## src/shared/msdt_defs.vh

```
// constants for the module status and device type register block
`ifndef MSDT_DEFS_VH
`define MSDT_DEFS_VH
// register numbers
`define MSDT_REG_STATUS 8'h00
`define MSDT_REG_DEVTYPE 8'h01
`define MSDT_REG_EXT_PTR_HI 8'h09
`define MSDT_REG_EXT_PTR_LO 8'h0A
`define MSDT_REG_EXT_DATA 8'h0B
// status register fields
`define MSDT_PEND_MSB 15
`define MSDT_PEND_LSB 8
`define MSDT_RSVD_MSB 7
`define MSDT_RSVD_LSB 5
`define MSDT_READY_BIT 4
`define MSDT_ERR_MSB 3
`define MSDT_ERR_LSB 0
`define MSDT_RSVD_VAL 3'h0
`define MSDT_ERR_RESET 4'h0
// error codes
`define MSDT_ERR_OK 4'h0
`define MSDT_ERR_NOT_IMPL 4'h1
`define MSDT_ERR_READ_ONLY 4'h2
`define MSDT_ERR_VALUE_RANGE 4'h3
`define MSDT_ERR_PENDING 4'h4
`define MSDT_ERR_INIT 4'h5
`define MSDT_ERR_EXT_RANGE 4'h6
`define MSDT_ERR_EXT_RO 4'h7
`define MSDT_ERR_EXEC_FAIL 4'h8
`define MSDT_ERR_OUT_ENABLED 4'h9
`define MSDT_ERR_INVALID_CFG 4'hA
`define MSDT_ERR_VENDOR 4'hF
// response status field
`define MSDT_STAT_MSB 25
`define MSDT_STAT_LSB 24
`define MSDT_STAT_OK 2'h0
`define MSDT_STAT_EXEC_ERR 2'h1
`define MSDT_STAT_EXT_ACCESS 2'h2
// device type string
`define MSDT_STR_LEN 16'h0008
`define MSDT_STR_BASE 16'h0000
`endif

```

## src/logic/msdt_string_rom.v

```verilog
// rom holding the device type string, two bytes per word
`timescale 1ns/1ps
module msdt_string_rom (
  // word index and data
  input wire [1:0] word_idx,
  output reg [15:0] word_data
);
  // string bytes are arbitrary neutral text, earlier byte high
  always @* begin
    case (word_idx)
      2'h0: word_data = 16'h4C41;
      2'h1: word_data = 16'h5345;
      2'h2: word_data = 16'h5220;
      2'h3: word_data = 16'h5800;
      default: word_data = 16'h0000;
    endcase
  end
endmodule

```

## src/logic/msdt_regs.v

```verilog
// status and device type command interpreter with extended string access
`timescale 1ns/1ps
`include "msdt_defs.vh"
// How it works
// - status bits 7:5 always read zero
// - status bit 4 shows module_ready, one means output may be enabled
// - module_ready low in warm-up or invalid configuration, high when able
// - status bits 3:0 hold the error code of the last command other than a pointer read
// - status read returns stored code, then clears error field to zero
// - codes 0 ok, 1 not implemented, 2 read-only, 3 value range
// - codes 4 pending, 5 initializing, 9 output enabled ignored
// - codes 6 extended range, 7 extended read-only, 8 execution failure
// - code A invalid config, F vendor; B to E never reported
// - device type read returns length eight with extended-access status
// - device type read points extended pointer registers at the string
// - write to device type gives execution error, register unchanged
// - failed device type read: execution error, zero data, error set
// - read past string end: execution error, zero data, code six
// - response status sits in bits 25:24 of the response frame
// - status write accepted without error, data not stored
// - status bits 15:8 show pending flags, zero when none
module msdt_regs (
  // clock and reset
  input wire clk,
  input wire arst_n,
  // command from host
  input wire cmd_valid,
  input wire cmd_write,
  input wire [7:0] cmd_reg,
  input wire [15:0] cmd_data,
  // module condition
  input wire warm_up,
  input wire invalid_cfg,
  input wire [7:0] pending_flags,
  input wire [3:0] fault_code,
  // response to host
  output reg rsp_valid,
  output reg [31:0] rsp_frame,
  output wire module_ready,
  output wire [15:0] ext_ptr
);

  // ********************************************************
  // state
  // ********************************************************
  reg [3:0] err_r;
  reg [3:0] err_nxt;
  reg [15:0] ptr_r;
  reg [15:0] ptr_nxt;
  reg [15:0] data_nxt;
  reg [1:0] stat_nxt;
  wire [15:0] rom_word;
  wire [15:0] status_word;
  wire [15:0] ptr_off;
  wire past_end;

  // maps a requested failure cause onto a legal device type error
  function [3:0] msdt_legal_fail;
    input [3:0] code;
    begin
      case (code)
        `MSDT_ERR_PENDING: msdt_legal_fail = `MSDT_ERR_PENDING;
        `MSDT_ERR_INIT: msdt_legal_fail = `MSDT_ERR_INIT;
        `MSDT_ERR_VENDOR: msdt_legal_fail = `MSDT_ERR_VENDOR;
        default: msdt_legal_fail = `MSDT_ERR_EXEC_FAIL;
      endcase
    end
  endfunction

  // ready only outside warm-up and with a valid configuration
  assign module_ready = ~warm_up & ~invalid_cfg;
  assign ext_ptr = ptr_r;

  // ********************************************************
  // status word
  // ********************************************************
  // reserved bits come one by one from the defined value
  localparam [2:0] RSVD_CONST = `MSDT_RSVD_VAL;
  wire [2:0] rsvd_bits;
  genvar gi;
  generate
    for (gi = 0; gi < 3; gi = gi + 1) begin : g_rsvd
      // each reserved bit is a constant, never a stored value
      assign rsvd_bits[gi] = RSVD_CONST[gi];
    end
  endgenerate

  // status word layout
  assign status_word = {pending_flags,
                        rsvd_bits,
                        module_ready,
                        err_r};

  // string walk
  assign ptr_off = ptr_r - `MSDT_STR_BASE;
  assign past_end = (ptr_off >= `MSDT_STR_LEN);
  msdt_string_rom u_rom (
    .word_idx(ptr_off[2:1]),
    .word_data(rom_word)
  );

  // ********************************************************
  // command decode
  // ********************************************************
  // error codes used: B to E never produced
  always @* begin
    err_nxt = err_r;
    ptr_nxt = ptr_r;
    data_nxt = 16'h0000;
    stat_nxt = `MSDT_STAT_OK;
    case (cmd_reg)
      `MSDT_REG_STATUS: begin
        // read returns old code, field then reflects this ok command
        if (!cmd_write) begin
          data_nxt = status_word;
        end else begin
          data_nxt = cmd_data;
        end
        err_nxt = `MSDT_ERR_OK;
      end
      `MSDT_REG_DEVTYPE: begin
        if (cmd_write) begin
          stat_nxt = `MSDT_STAT_EXEC_ERR;
          err_nxt = `MSDT_ERR_READ_ONLY;
        end else if (!module_ready) begin
          stat_nxt = `MSDT_STAT_EXEC_ERR;
          err_nxt = `MSDT_ERR_INIT;
        end else if (pending_flags != 8'h00) begin
          stat_nxt = `MSDT_STAT_EXEC_ERR;
          err_nxt = `MSDT_ERR_PENDING;
        end else if (fault_code != `MSDT_ERR_OK) begin
          stat_nxt = `MSDT_STAT_EXEC_ERR;
          err_nxt = msdt_legal_fail(fault_code);
        end else begin
          stat_nxt = `MSDT_STAT_EXT_ACCESS;
          data_nxt = `MSDT_STR_LEN;
          ptr_nxt = `MSDT_STR_BASE;
          err_nxt = `MSDT_ERR_OK;
        end
      end
      `MSDT_REG_EXT_DATA: begin
        if (cmd_write) begin
          stat_nxt = `MSDT_STAT_EXEC_ERR;
          err_nxt = `MSDT_ERR_EXT_RO;
        end else if (past_end) begin
          stat_nxt = `MSDT_STAT_EXEC_ERR;
          err_nxt = `MSDT_ERR_EXT_RANGE;
        end else begin
          data_nxt = rom_word;
          ptr_nxt = ptr_r + 16'h0002;
          err_nxt = `MSDT_ERR_OK;
        end
      end
      `MSDT_REG_EXT_PTR_HI,
      `MSDT_REG_EXT_PTR_LO: begin
        // pointer halves are readable; writes fail with the read-only error
        if (cmd_write) begin
          stat_nxt = `MSDT_STAT_EXEC_ERR;
          err_nxt = `MSDT_ERR_READ_ONLY;
        end else if (cmd_reg == `MSDT_REG_EXT_PTR_HI) begin
          data_nxt = 16'h0000;
        end else begin
          data_nxt = ptr_r;
        end
      end
      default: begin
        stat_nxt = `MSDT_STAT_EXEC_ERR;
        err_nxt = `MSDT_ERR_NOT_IMPL;
      end
    endcase
  end

  // ********************************************************
  // error field guard
  // ********************************************************
  // true for the codes kept for later use, never to be stored
  function msdt_code_reserved;
    input [3:0] code;
    begin
      case (code)
        4'hB: msdt_code_reserved = 1'b1;
        4'hC: msdt_code_reserved = 1'b1;
        4'hD: msdt_code_reserved = 1'b1;
        4'hE: msdt_code_reserved = 1'b1;
        default: msdt_code_reserved = 1'b0;
      endcase
    end
  endfunction

  // a reserved code would be a decode fault; store general failure
  wire [3:0] err_store;
  assign err_store = msdt_code_reserved(err_nxt) ? `MSDT_ERR_EXEC_FAIL
                                                 : err_nxt;

  // ********************************************************
  // response frame helper
  // ********************************************************
  // packs status, register echo and data into one frame
  function [31:0] msdt_frame;
    input [1:0] stat;
    input [7:0] reg_num;
    input [15:0] data;
    begin
      // upper bits are unused and always zero
      msdt_frame = {6'h00, stat, reg_num, data};
    end
  endfunction

  // ********************************************************
  // error field
  // ********************************************************
  // updated by every command except pointer reads, which leave the previous code
  always @(posedge clk or negedge arst_n) begin
    if (!arst_n) begin
      err_r <= `MSDT_ERR_RESET;
    end else if (cmd_valid) begin
      err_r <= err_store;
    end
  end

  // ********************************************************
  // extended pointer
  // ********************************************************
  // reset leaves the pointer past the end, so early data reads fail
  always @(posedge clk or negedge arst_n) begin
    if (!arst_n) begin
      ptr_r <= `MSDT_STR_LEN;
    end else if (cmd_valid) begin
      ptr_r <= ptr_nxt;
    end
  end

  // ********************************************************
  // response strobe
  // ********************************************************
  // one response per command, one cycle after it
  always @(posedge clk or negedge arst_n) begin
    if (!arst_n) begin
      rsp_valid <= 1'b0;
    end else begin
      rsp_valid <= cmd_valid;
    end
  end

  // ********************************************************
  // response frame
  // ********************************************************
  // frame holds until the next command is answered
  always @(posedge clk or negedge arst_n) begin
    if (!arst_n) begin
      rsp_frame <= 32'h0000_0000;
    end else if (cmd_valid) begin
      rsp_frame <= msdt_frame(stat_nxt, cmd_reg, data_nxt);
    end
  end
endmodule

```

## config.mk

```make
export PLATFORM = sky130hd
export DESIGN_NAME = msdt_regs
export DESIGN_NICKNAME = d
export VERILOG_FILES = /design/src/logic/msdt_string_rom.v /design/src/logic/msdt_regs.v
export VERILOG_INCLUDE_DIRS = /design/src /design/src/shared
export SDC_FILE = /design/constraint.sdc
export NUM_CORES = 1
export LEC_CHECK = 0
export BUFFER_PORTS_ARGS = -buffer_cell sky130_fd_sc_hd__buf_2
export CORE_AREA = 4 4 75 77
export CTS_CLUSTER_DIAMETER = 30
export DETAILED_ROUTE_END_ITERATION = 10
export DIE_AREA = 0 0 79 81
export PLACE_DENSITY_LB_ADDON = 0.15
export SETUP_SLACK_MARGIN = 0.1
export SLEW_MARGIN = 20
export SYNTH_ARGS = -nofsm -noshare
export SYNTH_HDL_FRONTEND = slang
export SYNTH_SLANG_ARGS = --single-unit
```

## constraint.sdc

```tcl
create_clock -name clk -period 2.5 [get_ports clk]
set_input_delay 0.375 -clock clk [delete_from_list [all_inputs] [get_ports clk]]
set_output_delay 0.375 -clock clk [all_outputs]
set_load 0.02 [all_outputs]
```

# == Word level (Yosys, flattened, before mapping) ==
# Index checks and enable logic that the tools add are counted.
# totals
ram_bits,0
latchBits,0
n_memories,0
romBits,0
out_inout_bits,50
register_bits,47
# classes
n_addsub,1
n_reduce_logical,8
mul,0
bitwise_logic,3
n_lt_le_gt_ge,1
shift,0
n_mux,37
n_div,0
n_eq_ne,20
# op_table
operator,n
16-bit 2-to-1 mux,11
16-bit one-hot mux with 4 select lines,2
4-bit 2-to-1 mux,10
16-bit one-hot mux with 2 select lines,1
8-bit by 4-bit equality test with 1-bit output (second input constant),3
4-bit equality test (second input constant),5
16-bit by 2-bit adder with 16-bit output (second input constant),1
16-bit by 4-bit greater-or-equal comparator with 1-bit output (second input constant),1
4-bit one-hot mux with 4 select lines,1
2-bit inequality test (second input constant),6
4-bit one-hot mux with 3 select lines,1
4-bit by 3-bit equality test with 1-bit output (second input constant),2
8-bit by 1-bit equality test with 1-bit output (second input constant),1
8-bit logical NOT,1
2-bit 2-to-1 mux,4
2-bit one-hot mux with 4 select lines,1
8-bit AND reduction,1
8-bit nonzero test,1
3-bit 2-to-1 mux,2
2-bit equality test (second input constant),2
1-bit 2-to-1 mux,4
4-bit nonzero test,1
4-bit OR reduction,1
2-bit by 1-bit equality test with 1-bit output (second input constant),1
other kinds (5),6

# == Depth between registers and ports, before layout ==
# depth
depth_word,11
ltp_mapped,8

# == Cells and area by module ==
# Synthesis repeated with hierarchy kept, for this count alone.
# unflattened
hier_cells,271
hier_area_um2,2751.4
# modules_own_cells
mod,cells_each,seq_area_each_um2,n_inst,area_per_inst_um2
msdt_regs,251,1152.4,1,2605.0
msdt_string_rom,20,0.0,1,146.4

# == Worst setup path after synthesis ==
# Ideal clock, no wire load.
# synth_path
path_type,input to register
from,input port cmd_reg[5]
to,register rsp_frame[2]
t_arrival_ps,1885
setup_slack_ps,533
required_time_ps,2418
cell_stages,6
path_buffers,1
path_cell_list,or4_4 or4_4 buf_6 nor2_1 a21oi_1 a31oi_1
# synth_via
elab_chain_len,4
# synth_rtl
item,line,source
"start, declared",msdt_regs.v:29,"input wire [7:0] cmd_reg,"
8-bit by 4-bit equality test with 1-bit output,msdt_regs.v:111,case (cmd_reg)
16-bit 2-to-1 mux,msdt_regs.v:160,end else if (cmd_reg == `MSDT_REG_EXT_PTR_HI) begin
16-bit 2-to-1 mux,msdt_regs.v:157,if (cmd_write) begin
16-bit one-hot mux with 4 select lines *,msdt_regs.v:111,
"end signal, assigned",msdt_regs.v:253,"rsp_frame <= msdt_frame(stat_nxt, cmd_reg, data_nxt);"
"end, declared",msdt_regs.v:38,"output reg [31:0] rsp_frame,"
# Every way passes the cells marked *; elsewhere a longest branch is shown, timed or not.
# A chain may end at the register's enable or synchronous reset.

# == Worst setup path in the final report ==
# layout_path
from,"register ptr_r[13], in the netlist ext_ptr[13]"
to,register rsp_frame[0]
# layout_via
elab_chain_len,4
# layout_rtl
item,line,source
"start, declared",msdt_regs.v:48,reg [15:0] ptr_r;
"start signal, assigned",msdt_regs.v:227,ptr_r <= `MSDT_STR_LEN;
"start signal, assigned",msdt_regs.v:229,ptr_r <= ptr_nxt;
16-bit by 4-bit greater-or-equal comparator with 1-bit output (no source line),--,
16-bit 2-to-1 mux,msdt_regs.v:145,end else if (past_end) begin
16-bit 2-to-1 mux,msdt_regs.v:142,if (cmd_write) begin
16-bit one-hot mux with 4 select lines,msdt_regs.v:111,
# No other way between the ends.

==> results.sh <==
export IMPL_outcome="complete, no violations"
export IMPL_synth_warnings=0
export IMPL_antenna_found_initial=0
export IMPL_initial_core_util_pct=52.7
export IMPL_rsz0062_at_grt="no"
export IMPL_grt_start_max_net_pins=34
export IMPL_ant_nets=0
export IMPL_grt_pass1_vias=2242
export IMPL_maxCapViolCount=0
export IMPL_slew_headroom_pct=64.8
export IMPL_std_cell_rows=26
export IMPL_powerDensity_mw_per_mm2=523
export IMPL_clock_tree_root_cell="clkbuf_8"
export IMPL_die_area_sq_mm=0.00640
export IMPL_r2r_setup_slack_ns=0.40
export IMPL_drt_iter0_markers=221
export IMPL_hold_class="input pin to register"
export IMPL_grt_pass1_wl_microns=11500
export IMPL_r2r_start="ext_ptr[13]$_DFFE_PN0P_"
export IMPL_ctsHtreeMaxLevel=2
export IMPL_finalNetCount=400
export IMPL_synth_simple_area_share_pct=21.4
export IMPL_worstPathCellList="nor4_1 > nand4_1 > nor3_2 > o21ai_1 > o211ai_2 > o21a_1"
export IMPL_ys_top_cells_by_count="dfrtp_1, nor2_1, a21oi_1"
export IMPL_wl_per_cell_microns=17.1
export IMPL_clk_latency_ns=0.31
export IMPL_holdCritStartpoint="cmd_reg[6]"
export IMPL_critPathTopFamily="simple AND/OR/NAND/NOR gates"
export IMPL_dpl_hpwl_microns=5440
export IMPL_min_period_ns=2.10
export IMPL_timing_final_crit_share_pct=83.8
export IMPL_r2r_end="rsp_frame[0]$_DFFE_PN0P_"
export IMPL_skew_ns=0.00818
export IMPL_clkTransAtPathRegs_ns=0.09
export IMPL_ys_ff_latch=46
export IMPL_worstMarginPinSlew_ns=0.515
export IMPL_finish_utilization_pct=64.6
export IMPL_die_w_microns=79
export IMPL_insertedDiodeCount=0
export IMPL_netlist_area_sq_mm=0.00264
export IMPL_synth_xor_area_share_pct=1.66
export IMPL_synth_area_leader_cell="dfrtp_1"
export IMPL_setup_viol=0
export IMPL_worstSetupPathType="register to register"
export IMPL_path_buf_inv=0
export IMPL_core_sq_mm=0.00501
export IMPL_reg2reg_depth=6
export IMPL_synthTopCellsByArea="dfrtp_1, nor2_1, a21oi_1, mux2_2, mux2i_1"
export IMPL_routed_via_density=5.75
export IMPL_chipHeight_microns=81
export IMPL_synthFlopType="dfrtp_1"
export IMPL_ys_types=61
export IMPL_synth_compound_area_share_pct=17.6
export IMPL_crit_required_ns=2.75
export IMPL_synth_edff_count=0
export IMPL_start_kind="register"
export IMPL_worstPathMaxFanout=7
export IMPL_synthArstFlopShare_pct=100
export IMPL_ys_seq_area_share_pct=43.6
export IMPL_io_buffers=84
export IMPL_synthToLayoutAreaGrowth_pct=22.7
export IMPL_synth_top_area_share_pct=42.7
export IMPL_vdd_drop_max_uv=516
export IMPL_total_leakage_power_nw=1.55
export IMPL_numCtsBuffers=5
export IMPL_max_stage_delay_ns=0.49
export IMPL_cp_arrival_ns=2.34
export IMPL_dr_pass1_iters=5
export IMPL_cts_tree="built"
export IMPL_startpoint="ext_ptr[13]$_DFFE_PN0P_"
export IMPL_grt_overflow=0
export IMPL_syn_inst=267
export IMPL_final_hold_viol_count=0
export IMPL_cts_max_path_buffers=2
export IMPL_vias=2445
export IMPL_clock_fmax_mhz=477
export IMPL_synthMuxAreaShare_pct=8.44
export IMPL_cts_sinks=46
export IMPL_ios=92
export IMPL_crit_cells=6
export IMPL_routed_wl_microns=7280
export IMPL_post_synth_top_count_cell="dfrtp_1"
export IMPL_synthAdderAreaFrac_pct=1.90
export IMPL_drc=0
export IMPL_drive_gt1_share_pct=36.9
export IMPL_tns_ns=0
export IMPL_grt_total_usage_pct=23.0
export IMPL_critPathCaptureType="register"
export IMPL_cp_endpoint="rsp_frame[0]$_DFFE_PN0P_"
export IMPL_postCtsSetupBuffers=0
export IMPL_cpMaxStageDelayCell="nor3_2"
export IMPL_gp_congestion=0.925
export IMPL_avgSynthCellArea_sq_um=9.89
export IMPL_synth_top_family_by_area="simple AND/OR/NAND/NOR gates"
export IMPL_drv_slew=0
==> registers in the layout, indices dropped and copies added (netlist names) <==
register / flops
rsp_valid: 1
err_r: 4
ext_ptr: 15
rsp_frame: 26
==> cells by family after synthesis <==
group	count (synthesis)
buffers and inverters	24
AOI/OAI and AO/OA	68
xor gates and xnor gates	5
muxes	21
and+or+nand+nor	98
DFF	46
other	1
adders and majority gates	4
==> per-stage QoR <==
step           worst slack, ns  cell area, sq um  hold slack [ns]  std cells  power [mW]
2_1_floorplan            0.533              2660           0.0794        273        1.01
3_3_place_gp             0.291              3120            0.296        416        1.13
3_5_place_dp             0.290              3120            0.295        416        1.13
4_1_cts                  0.437              3240            0.334        425        1.70
5_1_grt                  0.163              3240            0.344        425        1.76
6_report                 0.404              3240            0.341        425        1.69
==> metal layers <==
metal  vias up  share of wire [%]  global-route usage [%]
met5         -                  0                       0
met4         0                1.2                    6.36
met3        12                 10                    4.43
met2       147                 43                    33.5
met1      1146                 46                    34.7
li1       1140                  -                       -
==> worst min-delay path by stage <==
stage	slack, ns	to	cells after the start
floorplan	0.08	err_r[0]$_DFFE_PN0P_	0
global placement	0.30	rsp_frame[24]$_DFFE_PN0P_	1
detailed placement	0.29	rsp_frame[24]$_DFFE_PN0P_	1
CTS	0.33	rsp_frame[22]$_DFFE_PN0P_	2
global route	0.34	rsp_frame[21]$_DFFE_PN0P_	2
finish	0.34	rsp_frame[22]$_DFFE_PN0P_	2
==> layout by cell type, fill, tap and decap left out, types with 4 or more instances in the layout <==
cell / count
buf_4: 9
nand3_1: 6
nand2_1: 10
conb_1: 7
a21oi_1: 24
dfrtp_1: 45
mux2_2: 10
o21ai_0: 7
nor2_1: 39
mux2i_1: 11
nor4_1: 4
clkbuf_8: 5
nor2b_1: 9
nor4_2: 4
inv_1: 4
a31oi_1: 6
ha_1: 4
buf_2: 84
==> area by class of cell <==
type / instances / area, sq um
multi-input combinational: 203 / 1370
fill: 435 / 1770
inverter: 4 / 15.0
clock buffer: 5 / 68.8
clock inverter: 3 / 43.8
tap: 70 / 87.6
sequential: 46 / 1150
timing repair buffer: 94 / 498
==> what timing repair did <==
| action | CTS | global route |
|---|---|---|
| hold endpoints to repair | 13 | 0 |
| resized for setup | 0 | 0 |
| hold buffers | 1 | 0 |
==> power by group <==
| part | internal [mW] | total (mW) | switching (mW) |
|---|---|---|---|
| Clock | 0.300 | 0.574 | 0.274 |
| Combinational | 0.112 | 0.308 | 0.196 |
| Sequential | 0.784 | 0.811 | 0.0272 |
| Total | 1.20 | 1.69 | 0.497 |
(Power assumes the default switching activity.)
